<file path="src/core/cvc_regs.svh">
// Register indices, field positions and reset values of the vertical and cursor part of the CRT timing block.
// Assumes the including file is compiled in one clock domain; definitions only.
`ifndef CVC_REGS_SVH
`define CVC_REGS_SVH

// Register indices behind the data port
`define CVC_IDX_OVERFLOW   8'h07
`define CVC_IDX_PRESET     8'h08
`define CVC_IDX_MAXSCAN    8'h09
`define CVC_IDX_CUR_START  8'h0a
`define CVC_IDX_CUR_END    8'h0b
`define CVC_IDX_START_HI   8'h0c
`define CVC_IDX_START_LO   8'h0d
`define CVC_IDX_CUR_HI     8'h0e
`define CVC_IDX_CUR_LO     8'h0f
`define CVC_IDX_VRS_PEN_HI 8'h10
`define CVC_IDX_VRE_PEN_LO 8'h11
`define CVC_IDX_VDISP_END  8'h12
`define CVC_IDX_OFFSET     8'h13
`define CVC_IDX_UNDERLINE  8'h14
`define CVC_IDX_VBLANK     8'h15

// Ninth-bit positions inside the overflow register
`define CVC_OVF_VTOTAL     0
`define CVC_OVF_VDISP      1
`define CVC_OVF_VRS        2
`define CVC_OVF_VBLANK     3
`define CVC_OVF_LCMP       4

// Field positions in cursor end and retrace end
`define CVC_CUR_SKEW_LSB   5
`define CVC_VRE_CLR_N      4
`define CVC_VRE_EN_N       5

// Reset value of every writable register
`define CVC_REG_RESET      8'h00

`endif

</file>
<file path="src/core/cvc_pkg.sv">
// Types shared by the vertical and cursor timing block.
// Assumes the register header is included where indices are needed.
package cvc_pkg;

  // Whole state of the core, registered as one word
  typedef struct packed {
    logic [7:0]  index;
    logic        idx_top_ones;
    logic [7:0]  overflow;
    logic [7:0]  preset;
    logic [7:0]  max_scan;
    logic [7:0]  cur_start;
    logic [7:0]  cur_end;
    logic [7:0]  start_hi;
    logic [7:0]  start_lo;
    logic [7:0]  cur_hi;
    logic [7:0]  cur_lo;
    logic [7:0]  vrs;
    logic [7:0]  vre;
    logic [7:0]  vdisp_end;
    logic [7:0]  offset;
    logic [7:0]  underline;
    logic [7:0]  vblank_start;
    logic [8:0]  scan;
    logic [4:0]  row;
    logic [15:0] row_start;
    logic [15:0] addr;
    logic [15:0] pen;
    logic        pen_s1;
    logic        pen_s2;
    logic        pen_s3;
    logic        vertical_retrace_pulse;
    logic        irq;
    logic        vblank;
    logic        vdisp;
    logic        cursor_hit;
    logic        underline_hit;
    logic [1:0]  cursor_skew;
    logic [7:0]  rdata;
    logic [15:0] mem_addr;
  } cvc_state_type;

endpackage : cvc_pkg

</file>
<file path="src/core/cvc_core.sv">
// Vertical counters, cursor, start address, light pen latch and indexed host access of the CRT timing block.
// Assumes line_tick and char_tick come from horizontal timing on ref_clk; the pen strobe is asynchronous.
`include "cvc_regs.svh"

module cvc_core
  import cvc_pkg::*;
#(
  parameter int ADDR_W = 16
) (
  // Clock and reset
  input  wire logic        ref_clk,
  input  wire logic        reset,
  // Host indexed port
  input  wire logic        host_index_wr,
  input  wire logic        host_data_wr,
  input  wire logic        host_data_rd,
  input  wire logic [7:0]  host_wdata,
  output logic      [7:0]  host_rdata_q,
  // Settings held by neighbouring registers
  input  wire logic        mode_byte_mode,
  input  wire logic        ext_enable,
  input  wire logic        dbl_start_byte,
  input  wire logic        dbl_width_lsb_n,
  input  wire logic [7:0]  vtotal_low,
  input  wire logic [7:0]  line_compare_low,
  // Horizontal timing events
  input  wire logic        line_tick,
  input  wire logic        char_tick,
  // Light pen pin
  input  wire logic        light_pen_strobe,
  // Display timing outputs
  output logic             vertical_retrace_pulse_q,
  output logic             frame_interrupt_output_q,
  output logic             vblank_q,
  output logic             vdisp_q,
  output logic      [4:0]  row_scan_q,
  output logic      [8:0]  scan_line_q,
  output logic      [15:0] mem_addr_q,
  output logic             cursor_hit_q,
  output logic      [1:0]  cursor_skew_q,
  output logic             underline_hit_q
);

  // The address path is fixed at sixteen bits by the register pairs
  initial begin
    if (ADDR_W != 16) begin
      $error("cvc_core supports only ADDR_W of 16");
    end
  end

  // Nine-bit comparison value from a low byte and an overflow bit
  function automatic logic [8:0] nine_bit(input logic [7:0] low, input logic top);
    nine_bit = {top, low};
  endfunction : nine_bit

  // Skew code to character clocks; codes 00 and 01 both give one
  function automatic logic [1:0] skew_of(input logic [1:0] code);
    skew_of = (code == 2'b00) ? 2'h1 : code;
  endfunction : skew_of

  cvc_state_type q;
  cvc_state_type d;

  logic [8:0]  vtotal9;
  logic [8:0]  vrs9;
  logic [8:0]  vbs9;
  logic [8:0]  vde9;
  logic [8:0]  lcmp9;
  logic        frame_wrap;
  logic        row_wrap;
  logic        retrace_set;
  logic        pen_edge;
  logic [8:0]  width9;
  logic [15:0] row_step;
  logic [15:0] frame_start;

  // Nine-bit compare values and derived events
  always_comb begin
    vtotal9     = nine_bit(vtotal_low, q.overflow[`CVC_OVF_VTOTAL]);
    vrs9        = nine_bit(q.vrs, q.overflow[`CVC_OVF_VRS]);
    vbs9        = nine_bit(q.vblank_start, q.overflow[`CVC_OVF_VBLANK]);
    vde9        = nine_bit(q.vdisp_end, q.overflow[`CVC_OVF_VDISP]);
    lcmp9       = nine_bit(line_compare_low, q.overflow[`CVC_OVF_LCMP]);
    frame_wrap  = line_tick && (q.scan == vtotal9);
    row_wrap    = line_tick && !frame_wrap && (q.row == q.max_scan[4:0]);
    retrace_set = line_tick && !frame_wrap && ((q.scan + 9'h001) == vrs9);
    pen_edge    = q.pen_s2 && !q.pen_s3;
    // Half-step of width only exists with extended registers on
    width9      = {q.offset, ext_enable ? !dbl_width_lsb_n : 1'b0};
    // Word mode adds four per unit, byte mode two
    row_step    = mode_byte_mode ? {7'h00, width9} : {6'h00, width9, 1'b0};
    // Word start address becomes a byte address unless byte resolution is on
    frame_start = (ext_enable && dbl_start_byte) ? {q.start_hi, q.start_lo}
                                                 : {q.start_hi[6:0], q.start_lo, 1'b0};
  end

  // Next state of the whole core
  always_comb begin
    d = q;

    // Host address and data ports
    if (host_index_wr) begin
      d.index        = ext_enable ? host_wdata : {3'h0, host_wdata[4:0]};
      d.idx_top_ones = host_wdata[7] && host_wdata[6];
    end
    if (host_data_wr) begin
      unique case (q.index)
        `CVC_IDX_OVERFLOW:   d.overflow     = host_wdata;
        `CVC_IDX_PRESET:     d.preset       = host_wdata;
        `CVC_IDX_MAXSCAN:    d.max_scan     = host_wdata;
        `CVC_IDX_CUR_START:  d.cur_start    = host_wdata;
        `CVC_IDX_CUR_END:    d.cur_end      = host_wdata;
        `CVC_IDX_START_HI:   d.start_hi     = host_wdata;
        `CVC_IDX_START_LO:   d.start_lo     = host_wdata;
        `CVC_IDX_CUR_HI:     d.cur_hi       = host_wdata;
        `CVC_IDX_CUR_LO:     d.cur_lo       = host_wdata;
        `CVC_IDX_VRS_PEN_HI: d.vrs          = host_wdata;
        `CVC_IDX_VRE_PEN_LO: d.vre          = host_wdata;
        `CVC_IDX_VDISP_END:  d.vdisp_end    = host_wdata;
        `CVC_IDX_OFFSET:     d.offset       = host_wdata;
        `CVC_IDX_UNDERLINE:  d.underline    = host_wdata;
        `CVC_IDX_VBLANK:     d.vblank_start = host_wdata;
        default:             d.overflow     = q.overflow;
      endcase
    end

    // Read data is registered one cycle after the strobe
    if (host_data_rd) begin
      unique case (q.index)
        `CVC_IDX_OVERFLOW:   d.rdata = q.overflow;
        `CVC_IDX_PRESET:     d.rdata = q.preset;
        `CVC_IDX_MAXSCAN:    d.rdata = q.max_scan;
        `CVC_IDX_CUR_START:  d.rdata = q.cur_start;
        `CVC_IDX_CUR_END:    d.rdata = q.cur_end;
        `CVC_IDX_START_HI:   d.rdata = q.start_hi;
        `CVC_IDX_START_LO:   d.rdata = q.start_lo;
        `CVC_IDX_CUR_HI:     d.rdata = q.cur_hi;
        `CVC_IDX_CUR_LO:     d.rdata = q.cur_lo;
        `CVC_IDX_VRS_PEN_HI: d.rdata = ext_enable ? q.vrs : q.pen[15:8];
        `CVC_IDX_VRE_PEN_LO: d.rdata = ext_enable ? q.vre : q.pen[7:0];
        `CVC_IDX_VDISP_END:  d.rdata = q.vdisp_end;
        `CVC_IDX_OFFSET:     d.rdata = q.offset;
        `CVC_IDX_UNDERLINE:  d.rdata = q.underline;
        `CVC_IDX_VBLANK:     d.rdata = q.vblank_start;
        default:             d.rdata = 8'h00;
      endcase
    end

    // Scan line counter wraps at the nine-bit vertical total
    if (line_tick) begin
      d.scan = frame_wrap ? 9'h000 : q.scan + 9'h001;
    end

    // Row scan counter: preset at frame start, clear at maximum
    if (frame_wrap) begin
      d.row = q.preset[4:0];
    end else if (row_wrap) begin
      d.row = 5'h00;
    end else if (line_tick) begin
      d.row = q.row + 5'h01;
    end

    // Row start and running address; split screen forces zero
    if (frame_wrap) begin
      d.row_start = frame_start;
      d.addr      = frame_start;
    end else if (line_tick && ((q.scan + 9'h001) == lcmp9)) begin
      d.row_start = 16'h0000;
      d.addr      = 16'h0000;
    end else if (row_wrap) begin
      d.row_start = q.row_start + row_step;
      d.addr      = q.row_start + row_step;
    end else if (line_tick) begin
      d.addr      = q.row_start;
    end else if (char_tick) begin
      d.addr      = q.addr + 16'h0001;
    end

    // Word mode rotates the top bit onto the lowest address line
    d.mem_addr = mode_byte_mode ? d.addr : {d.addr[14:0], d.addr[15]};

    // Retrace: starts at the nine-bit match, ends on four-bit match
    if (retrace_set) begin
      d.vertical_retrace_pulse = 1'b1;
    end else if (line_tick && q.vertical_retrace_pulse && ((q.scan[3:0] + 4'h1) == q.vre[3:0])) begin
      d.vertical_retrace_pulse = 1'b0;
    end

    // Interrupt: a new retrace start wins over a held clear
    d.irq = (retrace_set && !q.vre[`CVC_VRE_EN_N]) ||
            (q.irq && q.vre[`CVC_VRE_CLR_N]);

    // Blanking begins at its start line and ends with the frame
    if (frame_wrap) begin
      d.vblank = 1'b0;
    end else if (line_tick && ((q.scan + 9'h001) == vbs9)) begin
      d.vblank = 1'b1;
    end
    d.vdisp = (d.scan <= vde9);

    // Cursor shape, position and skew
    d.cursor_hit  = (d.row >= q.cur_start[4:0]) &&
                    (({1'b0, d.row} + 6'h01) <= {1'b0, q.cur_end[4:0]}) &&
                    (d.addr == {q.cur_hi[6:0], q.cur_lo, 1'b0});
    d.cursor_skew = skew_of(q.cur_end[`CVC_CUR_SKEW_LSB +: 2]);
    // The register holds one less than the line; software keeps that offset
    d.underline_hit = (d.row == q.underline[4:0]);

    // Light pen strobe synchroniser and latch
    d.pen_s1 = light_pen_strobe;
    d.pen_s2 = q.pen_s1;
    d.pen_s3 = q.pen_s2;
    if (pen_edge) begin
      d.pen = q.addr;
    end
  end

  // Single state register; reset gives constants only
  always_ff @(posedge ref_clk) begin
    if (reset) begin
      q              <= '0;
      q.overflow     <= `CVC_REG_RESET;
      q.vre          <= `CVC_REG_RESET;
    end else begin
      q <= d;
    end
  end

  // Outputs come straight from the state register
  always_comb begin
    host_rdata_q             = q.rdata;
    vertical_retrace_pulse_q = q.vertical_retrace_pulse;
    frame_interrupt_output_q = q.irq;
    vblank_q                 = q.vblank;
    vdisp_q                  = q.vdisp;
    row_scan_q               = q.row;
    scan_line_q              = q.scan;
    mem_addr_q               = q.mem_addr;
    cursor_hit_q             = q.cursor_hit;
    cursor_skew_q            = q.cursor_skew;
    underline_hit_q          = q.underline_hit;
  end

  // Retrace rises only on the programmed nine-bit line
  retrace_start_a: assert property (@(posedge ref_clk) disable iff (reset)
    $rose(q.vertical_retrace_pulse) |-> (q.scan == vrs9))
    else $error("retrace rose on wrong scan line");

  // Retrace falls only when the four low bits match
  retrace_end_a: assert property (@(posedge ref_clk) disable iff (reset)
    $fell(q.vertical_retrace_pulse) |-> (q.scan[3:0] == q.vre[3:0]))
    else $error("retrace fell on wrong scan line");

  // Enabled retrace start raises the interrupt
  irq_raise_a: assert property (@(posedge ref_clk) disable iff (reset)
    (retrace_set && !q.vre[`CVC_VRE_EN_N]) |=> (q.irq && q.vertical_retrace_pulse))
    else $error("interrupt not raised at retrace start");

  // Clear bit low drops the interrupt when no new start arrives
  irq_clear_a: assert property (@(posedge ref_clk) disable iff (reset)
    (!q.vre[`CVC_VRE_CLR_N] && !retrace_set) |=> !q.irq)
    else $error("interrupt not cleared");

  // Row counter clears after the maximum line
  row_wrap_a: assert property (@(posedge ref_clk) disable iff (reset)
    row_wrap |=> (q.row == 5'h00))
    else $error("row counter did not clear at maximum");

  // Frame start loads the preset row and start address
  preset_load_a: assert property (@(posedge ref_clk) disable iff (reset)
    frame_wrap |=> ((q.row == $past(q.preset[4:0])) && (q.row_start == $past(frame_start))))
    else $error("frame start did not load preset and start address");

  // Each new character row off the split-screen line steps by the computed width
  row_step_a: assert property (@(posedge ref_clk) disable iff (reset)
    (row_wrap && ((q.scan + 9'h001) != lcmp9)) |=> (q.row_start == $past(q.row_start) + $past(row_step)))
    else $error("row start did not advance by width");

  // Pen edge captures the running address at the very next edge
  pen_latch_a: assert property (@(posedge ref_clk) disable iff (reset)
    pen_edge |=> (q.pen == $past(q.addr)))
    else $error("light pen address not latched");

  // Non-extended read of index 10h returns the pen high byte
  pen_read_a: assert property (@(posedge ref_clk) disable iff (reset)
    (host_data_rd && !ext_enable && (q.index == `CVC_IDX_VRS_PEN_HI)) |=> (host_rdata_q == $past(q.pen[15:8])))
    else $error("index 10h read returned wrong byte");

endmodule : cvc_core

</file>
<file path="config.mk">
export PLATFORM = sky130hd
export DESIGN_NAME = cvc_core
export DESIGN_NICKNAME = d
export VERILOG_FILES = /design/src/core/cvc_pkg.sv /design/src/core/cvc_core.sv
export VERILOG_INCLUDE_DIRS = /design/src /design/src/core
export SDC_FILE = /design/constraint.sdc
export NUM_CORES = 1
export LEC_CHECK = 0
export ABC_AREA = 0
export BUFFER_PORTS_ARGS = -buffer_cell sky130_fd_sc_hd__buf_2
export CAP_MARGIN = 0
export CORE_UTILIZATION = 50
export DETAILED_ROUTE_END_ITERATION = 12
export PLACE_DENSITY = 0.74
export REMOVE_ABC_BUFFERS = 1
export SETUP_SLACK_MARGIN = 0.02
export SLEW_MARGIN = 10
export SYNTH_ARGS = -nofsm -noshare
export SYNTH_HDL_FRONTEND = slang
export SYNTH_SLANG_ARGS = --single-unit
</file>
<file path="constraint.sdc">
create_clock -name ref_clk -period 5.8 [get_ports ref_clk]
set_input_delay 1.45 -clock ref_clk [delete_from_list [all_inputs] [get_ports ref_clk]]
set_output_delay 1.45 -clock ref_clk [all_outputs]
set_load 0.02 [all_outputs]
</file>
==> results.toml <==
[cts]
ctsResizeCount = 0
htree_num_levels = 1
tritoncts = "built"
post_cts_buffers = 0
cts.sinks = 225
insertion_delay_ns = 0.54
cts_root_buf = "clkbuf_16"
cts-hold-fix-buffers = 0
cts_buffers = 24
cts_buffer_depth = 3
path_clk_slew_ns = 0.06

[setup_path]
crit_fanout = 7
cp.required_ns = 6.26
end_kind = "flip-flop"
crit_type = "input pin to flip-flop"
cp.arrival_ns = 5.54
start_kind = "input pin"

[sta]
report.final.slew_viol_count = 0
min_period_ns = 5.075
setup_viol = 0
finalCritPeriodShare = 0.8750
relSlewSlack = 0.2581
setup_ws_ns = 0.7253
fmax_mhz = 197.1
worst_slew_pin_slew_ns = 1.109
fin_worst_skew_ns = 0.02540
setup_tns_ns = 0
finalHoldViolCount = 0
rsz0062_at_grt = "false"

[placement]
gp_congestion = 1.010
dpl.hpwl_um = 31680
place_ws_ns = 0.2548
portBuffers = 81

[yosys]
synthArstFlopShare = 0
yosysTopAreaCell = "dfxtp_1"
ys_ff_latch = 225
syn_area_um2 = 12660
synth_compound_area_frac = 0.2048
yosys_warnings = 0
netlist-cell-type-count = 72
synth_xor_area_frac = 0.06949
synthMuxAreaShare = 0.03509
synth.avg_cell_area_um2 = 7.771
synth-edff-count = 0
postSynthCellCount = 1629
ys.flop_type = "dfxtp_1"
yosys.area_share.simple = 0.2289
yosysSeqAreaShare = 0.3558
synth_top_area_frac = 0.3558
synth_top_family_by_area = "simple AND/OR/NAND/NOR gates"
ys_top_cells_by_area = "dfxtp_1, a21oi_1, nand2_1"
synthAdderAreaFrac = 0.03420

[global_route]
grt_pass1_wl_um = 67180
grt_pass1_vias = 11428
grtUsageTotal = 0.3354
grt.overflow.total = 0
antenna_found_initial = 0
grt_max_degree = 144

[pwr]
static-leakage-power_nw = 5.038
power_density_nw_per_um2 = 260.8
peakVddDrop_mv = 0.2723

[floorplan]
coreArea_um2 = 24600
die_h_um = 161.1
dieArea_um2 = 25960
start_util = 0.5145
dieWidth_um = 161.1
ioPinCount = 82
num_rows = 57

[final_layout]
syn_to_final_growth_pct = 9.212
drive_gt1_frac = 0.1153
num-nets-final = 1684
mostFrequentLayoutCells = "nand2_1, dfxtp_1, a21oi_1"
final_common_cell = "nand2_1"
fin_util = 0.5619

[worst_hold_path]
hold_class = "flip-flop to flip-flop"

[route]
dr.first_iter.drc_count = 1645
first_pass_iters = 8
vias = 12456
viasPerCell = 6.368
routedWlPerCell_um = 22.71
drc = 0
routed_wl_um = 44420
antenna_left = 0

[outcome]
status = "finished, final reports clean"

[job]
cap_violations = 0
[power breakdown]
group,switching [W],internal [W]
registers,0.0000442,0.00158
clock network,0.000656,0.000899
logic,0.000281,0.000139
[cell families after synthesis]
kind of cell | Yosys count
buf+inv | 197
compound gates | 408
fa+ha+maj | 34
xor+xnor | 94
flops | 225
mux | 42
simple gates | 629
[stage by stage]
step	instance area (um^2)	power [W]	hold WS, ns	cells
finish	13820	0.003605	0.4569	1956
global route	13820	0.003706	0.4683	1955
CTS	13820	0.003598	0.4567	1955
detailed placement	13030	0.002068	0.4487	1912
global placement	13030	0.002064	0.4419	1912
floorplan	11900	0.001864	0.4138	1472
[worst max-delay path, stage by stage]
cell       delay [ns]
buf_2            0.10
xor2_1           0.15
nor4_1           0.52
nand3_1          0.41
nand2_1          0.32
nand2_1          0.19
a22oi_1          0.20
buf_4            0.16
inv_1            0.06
and3_1           0.17
xor2_1           0.14
ha_1             0.32
a21oi_1          0.15
o21ai_0          0.09
o21ai_0          0.07
o21ai_0          0.14
nor3_1           0.17
nand3_1          0.10
a2111oi_0        0.37
and4_1           0.24
[Yosys cell counts (4+ instances only)]
master	instances
nand2_1	238
dfxtp_1	225
a21oi_1	186
nand3_1	155
nor2_1	105
clkbuf_1	102
o21ai_0	56
xor2_1	47
xnor2_1	43
buf_4	41
inv_1	40
ha_1	33
a22oi_1	26
nor2b_1	26
nor3_1	24
mux2i_1	23
a211oi_1	21
nand4_1	20
mux2_2	19
a221oi_1	16
nand2b_1	14
and3_1	13
o21a_1	11
a31oi_1	9
nor4_1	9
a222oi_1	8
buf_1	8
a22o_1	7
a2111oi_0	6
a21o_1	6
a311oi_1	6
and4_1	6
o221ai_1	6
o22ai_1	6
buf_2	5
o211ai_1	4
or2_2	4
[area by class of cell]
class,count,area (um^2)
Multi-Input combinational cell,1207,7263
Clock inverter,7,81.33
Fill cell,2292,10780
Tap cell,324,405.4
Timing Repair Buffer,116,701.9
Clock buffer,36,715.7
Sequential cell,225,4504
Inverter,40,150.1
Antenna cell,1,2.502
[flip-flops by register name, indices dropped and copies added (netlist names)]
| register | cells |
|---|---|
| row_scan_q | 5 |
| vdisp_q | 1 |
| q | 176 |
| mem_addr_q | 16 |
| vertical_retrace_pulse_q | 1 |
| d | 2 |
| cursor_hit_q | 1 |
| scan_line_q | 9 |
| vblank_q | 1 |
| underline_hit_q | 1 |
| frame_interrupt_output_q | 1 |
| host_rdata_q | 8 |
| cursor_skew_q | 2 |
| lcmp9 | 1 |
[layer usage]
layer  part of all wire  GRT usage  vias to the layer above
met5                  0          0                        -
met4              0.053     0.1651                        0
met3               0.12    0.08500                      148
met2               0.42     0.4955                      744
met1               0.40     0.4533                     5863
li1                   -          -                     5701
[path summary, 6_finish.rpt]
check                               startpoint           end  slack [ns]  cells after the start
worst min register to register          q[136]        q[136]        0.46                      2
worst max register to register  scan_line_q[3]  cursor_hit_q        1.20                     19
worst max-delay path             vtotal_low[3]  cursor_hit_q        0.73                     20
worst min-delay path                    q[136]        q[136]        0.46                      2
No activity file was read; power rests on OpenSTA's default activity.
